**config.mk**
```make
export PLATFORM = sky130hd
export DESIGN_NAME = smc_core
export DESIGN_NICKNAME = d
export VERILOG_FILES = /design/src/logic/smc_pkg.sv /design/src/logic/smc_cal_if.sv /design/src/logic/smc_balance.sv /design/src/logic/smc_core.sv
export SDC_FILE = /design/constraint.sdc
export NUM_CORES = 2
export LEC_CHECK = 0
export BUFFER_PORTS_ARGS = -buffer_cell sky130_fd_sc_hd__buf_2
export CORE_MARGIN = 4
export CORE_UTILIZATION = 45
export CTS_CLUSTER_DIAMETER = 40
export DETAILED_ROUTE_END_ITERATION = 6
export PLACE_DENSITY = 0.7
export SLEW_MARGIN = 20
export SYNTH_ARGS = -nofsm -noshare
export SYNTH_HDL_FRONTEND = slang
export SYNTH_HIERARCHICAL = 1
export SYNTH_SLANG_ARGS = --single-unit
```
**constraint.sdc**
```tcl
create_clock -name clk_in -period 10.3 [get_ports clk_in]
set_clock_uncertainty 0.1 [all_clocks]
set_input_delay 0.515 -clock clk_in [delete_from_list [all_inputs] [get_ports clk_in]]
set_output_delay 0.515 -clock clk_in [all_outputs]
set_load 0.01 [all_outputs]
```
**src/logic/smc_pkg.sv**
```systemverilog
/*
  constants shared by the sensing mode and calibration block:
  byte map offsets, field positions, widths, reset values and timing.
  assumes a single 100 MHz clock and byte-wide register access.
*/
package smc_pkg;
  // ****************************************
  // widths
  // ****************************************
  localparam int SIG_W = 10;
  localparam int TRIM_W = 6;
  localparam int OFFS_W = 5;
  localparam int LUT_N = 67;
  localparam int IDX_W = 7;

  // ****************************************
  // register byte offsets
  // ****************************************
  localparam logic [7:0] MILLER_DRIVE_AND_COEFF_HIGH = 8'h09;
  localparam logic [7:0] LINEAR_TEMP_COEFF_LOW = 8'h0A;
  localparam logic [7:0] SENSING_MODE_AND_FLAGS = 8'h11;
  localparam logic [7:0] TRIP_ON_LOW = 8'h1A;
  localparam logic [7:0] TRIP_ON_HIGH = 8'h1B;
  localparam logic [7:0] TRIP_OFF_LOW = 8'h1C;
  localparam logic [7:0] TRIP_OFF_HIGH = 8'h1D;
  localparam logic [7:0] CAL_STATUS = 8'h1E;
  localparam logic [7:0] LUT_FIRST = 8'h20;
  localparam logic [7:0] LUT_LAST = 8'hA5;

  // ****************************************
  // field positions
  // ****************************************
  localparam int SINGLE_TANK_BIT = 0;
  localparam int NONFERROUS_BIT = 1;
  localparam int FERROUS_BIT = 2;
  localparam int EQUAL_SENSING_BIT = 3;
  localparam int NORMALLY_CLOSED_BIT = 4;
  localparam int TABLE_ENABLE_BIT = 2;

  // ****************************************
  // reset values
  // ****************************************
  localparam logic [7:0] MILLER_RESET = 8'h00;
  localparam logic [7:0] COEFF_LOW_RESET = 8'h00;
  localparam logic [7:0] MODE_RESET = 8'h08;
  localparam logic [9:0] TRIP_ON_RESET = 10'h200;
  localparam logic [9:0] TRIP_OFF_RESET = 10'h180;

  // ****************************************
  // temperature index of the 25 C point, table step 2.5 C from -40 C
  // ****************************************
  localparam logic [6:0] IDX_25C = 7'h1A;
  localparam logic [6:0] IDX_MAX = 7'h42;
  localparam int COEFF_SHIFT = 9;

  // ****************************************
  // settle time of the tanks after a trim step
  // ****************************************
  localparam int CLK_MHZ = 100;
  localparam int SETTLE_US = 10;
  localparam int SETTLE_CYC = SETTLE_US * CLK_MHZ;
endpackage

```
**src/logic/smc_cal_if.sv**
```systemverilog
/*
  carrier between the register core and the tank balancing engine.
  assumes both ends share clk_in and rstn_in.
*/
`timescale 1ns/1ns
interface smc_cal_if;
  logic start;
  logic busy;
  logic [smc_pkg::SIG_W-1:0] diff;
  logic [smc_pkg::TRIM_W-1:0] trim;
  logic [smc_pkg::OFFS_W-1:0] offs;

  modport core (output start, output diff, input busy, input trim, input offs);
  modport engine (input start, input diff, output busy, output trim, output offs);
endinterface

```
**src/logic/smc_balance.sv**
```systemverilog
/*
  tank balancing engine: sweeps the reference trim capacitance, then the
  offset current, keeping the codes that gave the smallest difference.
  assumes the tanks settle within the settle time after each step.
*/
`timescale 1ns/1ns
module smc_balance
(
  input wire logic clk_in,
  input wire logic rstn_in,
  smc_cal_if.engine cal
);
  typedef enum logic [1:0]
  {
    SMC_IDLE = 2'b00,
    SMC_TRIM = 2'b01,
    SMC_OFFS = 2'b10
  } smc_bal_e;

  localparam logic [9:0] SETTLE_LAST = 10'(smc_pkg::SETTLE_CYC - 1);

  smc_bal_e state_reg;
  logic [9:0] wait_reg;
  logic [smc_pkg::SIG_W-1:0] best_reg;
  logic [smc_pkg::TRIM_W-1:0] trim_reg, best_trim_reg;
  logic [smc_pkg::OFFS_W-1:0] offs_reg, best_offs_reg;
  wire settled = (wait_reg == SETTLE_LAST);
  wire better = (cal.diff < best_reg);

  assign cal.busy = (state_reg != SMC_IDLE);
  assign cal.trim = (state_reg == SMC_TRIM) ? trim_reg : best_trim_reg;
  assign cal.offs = (state_reg == SMC_OFFS) ? offs_reg : best_offs_reg;

  // ****************************************
  // sweep, one settle period per code
  // ****************************************
  // exhaustive sweep trades time for immunity to local minima
  always_ff @(posedge clk_in or negedge rstn_in)
  begin
    if (!rstn_in)
    begin
      state_reg <= SMC_IDLE;
      wait_reg <= 10'h000;
      best_reg <= '1;
      trim_reg <= '0;
      offs_reg <= '0;
      best_trim_reg <= '0;
      best_offs_reg <= '0;
    end
    else
    begin
      wait_reg <= (state_reg == SMC_IDLE || settled) ? 10'h000 : wait_reg + 10'h001;
      case (state_reg)
        SMC_IDLE:
        begin
          if (cal.start)
          begin
            state_reg <= SMC_TRIM;
            best_reg <= '1;
            trim_reg <= '0;
          end
        end
        SMC_TRIM:
        begin
          if (settled)
          begin
            if (better)
            begin
              best_reg <= cal.diff;
              best_trim_reg <= trim_reg;
            end
            trim_reg <= trim_reg + 1'b1;
            if (&trim_reg)
            begin
              state_reg <= SMC_OFFS;
              offs_reg <= '0;
            end
          end
        end
        SMC_OFFS:
        begin
          if (settled)
          begin
            if (better)
            begin
              best_reg <= cal.diff;
              best_offs_reg <= offs_reg;
            end
            offs_reg <= offs_reg + 1'b1;
            if (&offs_reg)
            begin
              state_reg <= SMC_IDLE;
            end
          end
        end
        default:
        begin
          state_reg <= SMC_IDLE;
        end
      endcase
    end
  end
endmodule // smc_balance

```
**src/logic/smc_core.sv**
```systemverilog
/*
  sensing mode and calibration core: byte register map, threshold
  table, linear temperature correction, trip capture and target decision.
  assumes register strobes, commands and analog samples are synchronous
  to clk_in.
*/
`timescale 1ns/1ns
module smc_core
(
  input wire logic clk_in,
  input wire logic rstn_in,
  input wire logic [7:0] reg_addr_in,
  input wire logic [7:0] reg_wdata_in,
  input wire logic reg_write_in,
  output logic [7:0] reg_rdata_out,
  input wire logic balance_calibration_cmd_in,
  input wire logic trip_high_capture_cmd_in,
  input wire logic release_capture_cmd_in,
  input wire logic [9:0] tank_diff_in,
  input wire logic [9:0] tank2_loss_in,
  input wire logic [6:0] temp_index_in,
  output logic ref_tank_enable_out,
  output logic [5:0] ref_trim_cap_out,
  output logic [4:0] tank_offset_current_out,
  output logic calibration_busy_out,
  output logic target_detect_out,
  output logic switch_out
);
  // ****************************************
  // storage
  // ****************************************
  logic [7:0] miller_drive_cfg_reg;
  logic [7:0] coeff_low_reg;
  logic [7:0] mode_reg;
  logic [9:0] trip_on_reg;
  logic [9:0] trip_off_reg;
  logic detect_reg;
  logic [7:0] rdata_reg;
  logic [9:0] lut_mem [smc_pkg::LUT_N];
  smc_cal_if cal ();

  // two byte fields share one layout: low eight bits, then two more
  function automatic logic [7:0] half_of(input logic [9:0] v, input logic hi);
    half_of = hi ? {6'h00, v[9:8]} : v[7:0];
  endfunction

  // ****************************************
  // address decode
  // ****************************************
  wire in_lut = (reg_addr_in >= smc_pkg::LUT_FIRST) && (reg_addr_in <= smc_pkg::LUT_LAST);
  wire [7:0] lut_off = reg_addr_in - smc_pkg::LUT_FIRST;
  wire [6:0] lut_idx = lut_off[7:1];
  wire lut_hi = lut_off[0];
  wire wr_lut = reg_write_in && in_lut;
  wire wr_miller = reg_write_in && (reg_addr_in == smc_pkg::MILLER_DRIVE_AND_COEFF_HIGH);
  wire wr_coeff = reg_write_in && (reg_addr_in == smc_pkg::LINEAR_TEMP_COEFF_LOW);
  wire wr_mode = reg_write_in && (reg_addr_in == smc_pkg::SENSING_MODE_AND_FLAGS);

  // ****************************************
  // mode selection
  // ****************************************
  // several mode bits set together is undefined; single tank wins here
  wire single_tank_select = mode_reg[smc_pkg::SINGLE_TANK_BIT];
  wire nonferrous_select = mode_reg[smc_pkg::NONFERROUS_BIT];
  wire ferrous_select = mode_reg[smc_pkg::FERROUS_BIT];
  wire equal_sensing_select = mode_reg[smc_pkg::EQUAL_SENSING_BIT];
  // equal, nonferrous and ferrous share one differential path
  wire two_tank = !single_tank_select &&
    (equal_sensing_select || nonferrous_select || ferrous_select);
  // damped_oscillator mode: tank two loss alone, no reference tank
  wire [9:0] sense_sig = single_tank_select ? tank2_loss_in : tank_diff_in;

  // ****************************************
  // linear temperature correction
  // ****************************************
  wire [9:0] linear_temp_coeff = {miller_drive_cfg_reg[1:0], coeff_low_reg};
  wire [6:0] temp_idx = (temp_index_in > smc_pkg::IDX_MAX) ? smc_pkg::IDX_MAX : temp_index_in;
  wire signed [7:0] temp_delta = $signed({1'b0, temp_idx}) - $signed({1'b0, smc_pkg::IDX_25C});
  wire signed [18:0] corr_prod = $signed({1'b0, linear_temp_coeff}) * temp_delta;
  wire signed [12:0] corr_step = 13'(corr_prod >>> smc_pkg::COEFF_SHIFT);
  wire signed [12:0] corr_sum = $signed({3'b000, sense_sig}) - corr_step;
  // saturate so a large coefficient cannot wrap the signal
  wire [9:0] corr_sig = corr_sum[12] ? 10'h000 :
    (|corr_sum[11:10] ? 10'h3FF : corr_sum[9:0]);

  // ****************************************
  // thresholds
  // ****************************************
  wire table_on = miller_drive_cfg_reg[smc_pkg::TABLE_ENABLE_BIT];
  wire [9:0] lut_thr = lut_mem[temp_idx];
  wire [9:0] on_thr = table_on ? lut_thr : trip_on_reg;
  wire [9:0] hyst = (trip_on_reg > trip_off_reg) ? (trip_on_reg - trip_off_reg) : 10'h000;
  // the captured release gap follows the table threshold over temperature
  wire [9:0] off_thr = table_on ? ((lut_thr > hyst) ? (lut_thr - hyst) : 10'h000)
    : trip_off_reg;
  wire cmd_ok = !cal.busy;

  assign cal.start = balance_calibration_cmd_in && cmd_ok;
  assign cal.diff = tank_diff_in;

  // ****************************************
  // byte registers
  // ****************************************
  always_ff @(posedge clk_in or negedge rstn_in)
  begin
    if (!rstn_in)
    begin
      miller_drive_cfg_reg <= smc_pkg::MILLER_RESET;
      coeff_low_reg <= smc_pkg::COEFF_LOW_RESET;
      mode_reg <= smc_pkg::MODE_RESET;
    end
    else
    begin
      if (wr_miller)
      begin
        miller_drive_cfg_reg <= reg_wdata_in;
      end
      if (wr_coeff)
      begin
        coeff_low_reg <= reg_wdata_in;
      end
      if (wr_mode)
      begin
        mode_reg <= reg_wdata_in;
      end
    end
  end

  // ****************************************
  // threshold table, two bytes per entry
  // ****************************************
  always_ff @(posedge clk_in or negedge rstn_in)
  begin
    if (!rstn_in)
    begin
      for (int i = 0; i < smc_pkg::LUT_N; i++)
      begin
        lut_mem[i] <= 10'h000;
      end
    end
    else if (wr_lut)
    begin
      if (lut_hi)
      begin
        lut_mem[lut_idx][9:8] <= reg_wdata_in[1:0];
      end
      else
      begin
        lut_mem[lut_idx][7:0] <= reg_wdata_in;
      end
    end
  end

  // ****************************************
  // trip captures, ignored while balancing
  // ****************************************
  always_ff @(posedge clk_in or negedge rstn_in)
  begin
    if (!rstn_in)
    begin
      trip_on_reg <= smc_pkg::TRIP_ON_RESET;
      trip_off_reg <= smc_pkg::TRIP_OFF_RESET;
    end
    else
    begin
      if (trip_high_capture_cmd_in && cmd_ok)
      begin
        trip_on_reg <= sense_sig;
      end
      if (release_capture_cmd_in && cmd_ok)
      begin
        trip_off_reg <= sense_sig;
      end
    end
  end

  // ****************************************
  // target decision with hysteresis
  // ****************************************
  // decision is frozen while balancing, since the tanks are detuned then
  always_ff @(posedge clk_in or negedge rstn_in)
  begin
    if (!rstn_in)
    begin
      detect_reg <= 1'b0;
    end
    else if (cmd_ok)
    begin
      if (corr_sig >= on_thr)
      begin
        detect_reg <= 1'b1;
      end
      else if (corr_sig < off_thr)
      begin
        detect_reg <= 1'b0;
      end
    end
  end

  // ****************************************
  // read data, one cycle after the address
  // ****************************************
  wire [9:0] lut_rd = lut_mem[lut_idx];
  wire [7:0] rd_next =
    in_lut ? half_of(lut_rd, lut_hi) :
    (reg_addr_in == smc_pkg::MILLER_DRIVE_AND_COEFF_HIGH) ? miller_drive_cfg_reg :
    (reg_addr_in == smc_pkg::LINEAR_TEMP_COEFF_LOW) ? coeff_low_reg :
    (reg_addr_in == smc_pkg::SENSING_MODE_AND_FLAGS) ? mode_reg :
    (reg_addr_in == smc_pkg::TRIP_ON_LOW) ? half_of(trip_on_reg, 1'b0) :
    (reg_addr_in == smc_pkg::TRIP_ON_HIGH) ? half_of(trip_on_reg, 1'b1) :
    (reg_addr_in == smc_pkg::TRIP_OFF_LOW) ? half_of(trip_off_reg, 1'b0) :
    (reg_addr_in == smc_pkg::TRIP_OFF_HIGH) ? half_of(trip_off_reg, 1'b1) :
    (reg_addr_in == smc_pkg::CAL_STATUS) ? {6'h00, detect_reg, cal.busy} :
    8'h00;

  always_ff @(posedge clk_in or negedge rstn_in)
  begin
    if (!rstn_in)
    begin
      rdata_reg <= 8'h00;
    end
    else
    begin
      rdata_reg <= rd_next;
    end
  end

  // ****************************************
  // balancing engine and outputs
  // ****************************************
  smc_balance u_balance
  (
    .clk_in(clk_in),
    .rstn_in(rstn_in),
    .cal(cal.engine)
  );

  assign reg_rdata_out = rdata_reg;
  assign ref_tank_enable_out = two_tank;
  assign ref_trim_cap_out = cal.trim;
  assign tank_offset_current_out = cal.offs;
  assign calibration_busy_out = cal.busy;
  assign target_detect_out = detect_reg;
  assign switch_out = detect_reg ^ mode_reg[smc_pkg::NORMALLY_CLOSED_BIT];
endmodule // smc_core

```
* After elaboration in Yosys (flattened, before gate mapping) *
Cells that the tools add are included.

storage, ports and cells
  bits in registers = 767

cells by class
  $add $sub $neg = 8
  $mul = 1
  order comparisons = 11
  equality and inequality tests = 18
  mux-type cells = 53
  bitwise operators = 4
  reduce and logical (&&, ||, !) cells = 32

operator list
  operator               count
  $bwmux 670             2
  $mux 670               1
  $mux 10                16
  $bmux 10 s7            2
  $demux 10 s7           2
  $mux 8                 9
  $eq 8x5->1 const B     6
  $gt 10x10->1           2
  $lt 10x10->1           2
  $mux 5                 4
  $pmux 10 s2            1
  $sub 10x10->10         2
  $mul 11x8->19          1
  $mux 6                 3
  $eq 8x4->1 const B     2
  $ge 8x8->1 const B     2
  $not 7->8              2
  $mux 2                 7
  $pmux 6 s2             1
  $sub 11x10->12         1
  $add 10x1->10 const B  1
  $eq 10x10->1 const B   1
  $ge 10x10->1           1
  $logic_and 1x1->1      10
  other kinds (28)       46

* Depth between registers and ports, before layout *
  depth in word-level cells = 12
  mapped depth = 46
  mapped depth without buffers = 42

* By module *
Netlist, hierarchy kept.

by module, submodules not included
  module       instances  cells an instance  area an instance (sq um)  seq. area each (sq um)
  smc_core     1          3,825              42,797.3                  18,097.4
  smc_balance  1          221                2,417.3                   1,113.6

* Worst setup path before layout *
No wires, ideal clock.

  path type = input to register
  start point = input temp_index_in[5]
  end point = register detect_reg (netlist: target_detect_out)
  data arrival time = 9.277 ns
  required time = 10.071 ns
  slack = 0.795 ns
  stages on the path = 43
  buffers on the path = 3
  cells stage by stage = buf_4 > o41ai_4 > nand2_4 > clkinv_2 > buf_2 > buf_2 > ha_1 > nor3b_1 > xnor2_1 > nand2_1 > fa_1 > fa_1 > inv_1 > fa_1 > inv_1 > fa_1 > inv_1 > ha_1 > [... 7 more ...] > xor2_1 > ha_1 > o2111a_1 > nor2_1 > a31oi_1 > a21oi_1 > nand2_1 > mux2i_1 > a21oi_1 > ha_1 > a21o_1 > a21o_1 > a21o_1 > a21o_1 > a221oi_1 > o21ai_0 > a31oi_1 > o21ai_0

on the way
  cells in the longest elaborated chain, start to end = 12
  elaborated cells on any way between the ends = 22
  classes of those cells = add/sub: 3; mul: 1; order compare: 4; mux: 10; bitwise: 1; reduce/logical: 3

RTL lines
  element                                                                 RTL line         RTL
  start: declaration                                                      smc_core.sv:21   input wire logic [6:0] temp_index_in,
  $gt 7x7->1                                                              smc_core.sv:77   wire [6:0] temp_idx = (temp_index_in > smc_pkg::IDX_MAX) ? smc_pkg::IDX_MAX : temp_index_in;
  $mux 7 *                                                                smc_core.sv:77
  parallel branches: the longest is 10 deep, another holds $mul 11x8->19  --
  end signal: assignment                                                  smc_core.sv:185  detect_reg <= 1'b0;
  end signal: assignment                                                  smc_core.sv:191  detect_reg <= 1'b1;
  end signal: assignment                                                  smc_core.sv:195  detect_reg <= 1'b0;
  end: declaration                                                        smc_core.sv:37   logic detect_reg;

Mark *: on every way between the ends. The select of a mux whose other input is x is not followed.
A chain may end at the register's enable or synchronous reset.

* Final worst setup path *
  start point = input temp_index_in[2]
  end point = register detect_reg (netlist: target_detect_out)

Same word-level chain as after synthesis.

==> out/results.txt <==
The flow ran to the end, but the final reports show violations. The final reports fail on design-rule violations. Detailed placement HPWL: 106000 µm. The height of the die came out at 325 µm. The delay of the slowest cell on the worst path was 530 ps; the sequential-to-total area share from yosys stat was 0.425.

The finished layout holds 5438 standard cells, fillers aside. Fraction of synthesized area in multiplexers: 0.241. In the final routed layout, each cell accounts on average for 30.6 µm. The number of distinct library cells after synthesis came out at 98. The detailed router used layers up to and including met5. The post-layout utilization of the core is 0.512, and the number of levels the H-tree was split into is 3. The detailed-route wire length was 167000 µm; the overall via count from detail_route was 37173. In this design, the critical path's most frequently occurring cell is inv_1. The number of global-route vias before repair is 36895.

The power density over the cells was 164 mW/mm². The most flop-heavy register is lut_mem. The clock tree root buffer cell is clkbuf_16. The number of detailed-route iterations in the first pass is 7, and the met1 routed wirelength after detailed routing is 64400 µm. Entering global routing, the biggest net connects 181 pins. The die covers 0.106 mm². Setup repair after global routing left no endpoint under its margin. Commonest register cell after synthesis: dfrtp_1. The cell area after synthesis was 0.0452 mm²; the number of buffers on the longest clock path was 3. The tools report the starting density of the core as 0.453.

The final hold violation count is 0, and the minimum clock period after layout is 9420 ps. Clock tree synthesis inserted a total of 113 buffers. The synthesis-to-finish area growth was 13.0%. The tools report the number of max-slew violations in the final report as 0.

The tools report the critical path endpoint category as a register. In the detailed route, the total length drawn on met2 is 70100 µm. The leakage power figure is 0.0236 µW.

The sum of internal, switching and leakage power came out at 8370 µW. At the pin with the least slew margin, the transition time is 1190 ps. The adder and majority gate portion of the synthesized area works out to 0.0534. For the DRC marker count from the first detailed-route iteration, the log shows 5050. The relative slew slack was 0.183; the clock network latency to the later pin of the worst-skew pair was 720 ps.

For the number of remaining DRC errors, the log shows 1. VDD sags by at most 0.000120 V. The path type of the worst setup path is input port to register. The met3 wire length is 21300 µm, and the post-synthesis area per instance is 11.2 µm². The width of the die was 325 µm. Post-synthesis share of cell area spent on xor and xnor gates: 0.00888. The worst setup path is launched from an input port. CTS saw 767 sinks. The number of flip-flops in the largest register works out to 670.

Fraction of the mapped netlist area in compound gates: 0.156. In the synthesized netlist, the number of instances is 4046. The core region is 0.0999 mm². The final critical-path share of the clock period is 0.915. After synthesis, the largest family of logic cells by area is multiplexers. The clock input transition at the sequential cells of the worst setup and hold paths works out to 50 ps.

Derived from the worst setup path, the maximum achievable clock frequency is 106 MHz. The count of nets left with antenna violations once routing finished came out at 0. The worst hold path belongs to the class input port to register.

The number of nets in the layout is 4247, and the final weighted congestion in routability-driven placement is 1.00. The number of enable flip-flop cells after synthesis is 0, and the flip-flop and latch count after synthesis is 767. The total track usage is 0.306, and the share of flip-flops with an asynchronous set or reset is 1.00.

Total of warnings raised by yosys: 6. Setup violations remaining at the end of the flow were counted as 0. In this run the core area contains 116 standard-cell rows. Once placement completed, the tool counted placed cells totaling 5209. TritonCTS built the clock tree.

After global routing the overflow that remains totals 0. Max-cap violations in this run came to 0. Area fraction in and, or, nand and nor cells after synthesis: 0.0782. Along the worst path, the maximum fanout reaches 9.

The worst-path cell with the longest stage delay is nor3b_1. In this run, post-CTS repair resized a total of 0 instances. The post-route setup TNS was 0 ps; the number of I/O pins was 72. The first global-routing pass estimated 246000 µm of wire. For the initial antenna violation count, the log shows 9. Data on the critical path is required at its endpoint by 10780 ps.

The ratio of routed vias to standard cells works out to 6.84. The layout cell share with drive strength beyond 1 was 0.299. Buffers placed on the I/O ports in this run total 71.

The logs give 4258 for the post-synth net total and 9900 ps for the data arrival time at the worst-slack endpoint.
[metrics by stage]
stage                     setup WS (ps)  hold WS [ps]  area, µm²
final                               879          20.4      51100
after detailed placement            308           390      46800
after CTS                           995          6.58      51000
after global placement              465           382      46800
after floorplan                     795           119      45200
after global routing                299          5.37      51100
[cell usage in the layout (no fill, tap or decap), drive strengths merged, types with 46 or more instances in the layout]
cell type / synthesis / layout
nor2: 240 / 240
buf: 102 / 158
a31oi: 68 / 68
and2: 46 / 46
dfrtp: 753 / 753
a21oi: 117 / 117
a22oi: 175 / 175
clkbuf: 190 / 135
a22o: 59 / 59
ha: 113 / 113
nand3: 47 / 47
inv: 126 / 149
fa: 50 / 50
a221oi: 134 / 134
nand2: 207 / 207
mux2i: 169 / 169
mux2: 789 / 789
o21ai: 133 / 133
[power breakdown]
part	switching [µW]	internal (µW)
clock	1600	2620
combinational	626	307
sequential	90.6	3120
[layout make-up]
cell class,count,area (µm²)
Inverter,129,485
Clock inverter,80,1140
Timing Repair Buffer,166,1210
Sequential cell,767,19200
Antenna cell,5,12.5
Clock buffer,135,3030
Fill cell,8720,48800
Tap cell,1298,1620
Multi-Input combinational cell,2858,24400
[cell families (layout without fill, tap and decap cells)]
family,after synthesis,in the layout
AO/OA/AOI/OAI,950,950
flip-flops,767,767
adder cells (fa/ha/maj),163,163
multiplexers,973,973
other,0,5
AND/OR/NAND/NOR,727,727
XOR/XNOR,45,45
buffers and inverters,421,510
[worst paths after layout]
| check | slack, ps | cells after the start | startpoint | end |
|---|---|---|---|---|
| max in group asynchronous | 7340 | 4 | rstn_in | lut_mem[459]$_DFFE_PN0P_ |
| min reg2reg | 390 | 1 | u_balance/wait_reg[0]$_DFF_PN0_ | u_balance/wait_reg[0]$_DFF_PN0_ |
| max | 880 | 40 | temp_index_in[2] | target_detect_out$_DFFE_PN0P_ |
| min | 20 | 2 | tank_diff_in[8] | u_balance/best_reg[8]$_DFFE_PN1P_ |
| min in group asynchronous | 350 | 2 | rstn_in | lut_mem[140]$_DFFE_PN0P_ |
| max reg2reg | 1820 | 34 | coeff_low_reg[7]$_DFFE_PN0P_ | target_detect_out$_DFFE_PN0P_ |
[metal layers]
| metal | GRT usage | vias up |
|---|---|---|
| li1 | - | 15281 |
| met1 | 0.403 | 18692 |
| met2 | 0.447 | 2541 |
| met3 | 0.100 | 651 |
| met4 | 0.167 | 8 |
| met5 | 0 | - |
[critical path: cells and delay by family]
kind	cells	cell delay, ps
simple gates	6	1470
xor+xnor	1	370
compound gates	15	3050
buf+inv	9	1140
fa+ha+maj	8	3220
mux	1	90
[synthesized netlist by cell type (27+ instances only)]
master      n  share of area
nand3_1    46         0.0051
mux2_1     28         0.0070
nor3_1     30         0.0033
nor2_1    205          0.017
mux2i_1   169          0.037
inv_1     124          0.010
o21ai_0   123          0.014
mux2_2    761           0.19
a22o_1     59          0.011
a22oi_1   174          0.029
nor2_2     34         0.0047
a222oi_1   36         0.0080
buf_2      63         0.0070
buf_1      27         0.0022
and2_1     45         0.0062
a21oi_1   117          0.013
clkbuf_1  190          0.016
nand2_1   206          0.017
nor2b_1    36         0.0050
and3_1     34         0.0047
ha_1      113          0.031
a31oi_1    67         0.0093
a221oi_1  133          0.026
o221ai_1   37         0.0072
dfrtp_1   753           0.42
nand4_1    29         0.0040
fa_1       50          0.022
[what timing repair did]
| action | in CTS | in global routing |
|---|---|---|
| hold buffers | 8 | 0 |
| setup endpoints to repair | 0 | 0 |
| endpoints found under the hold margin | 101 | 0 |
| setup buffers | 0 | 0 |
(Power assumes the default switching activity.)
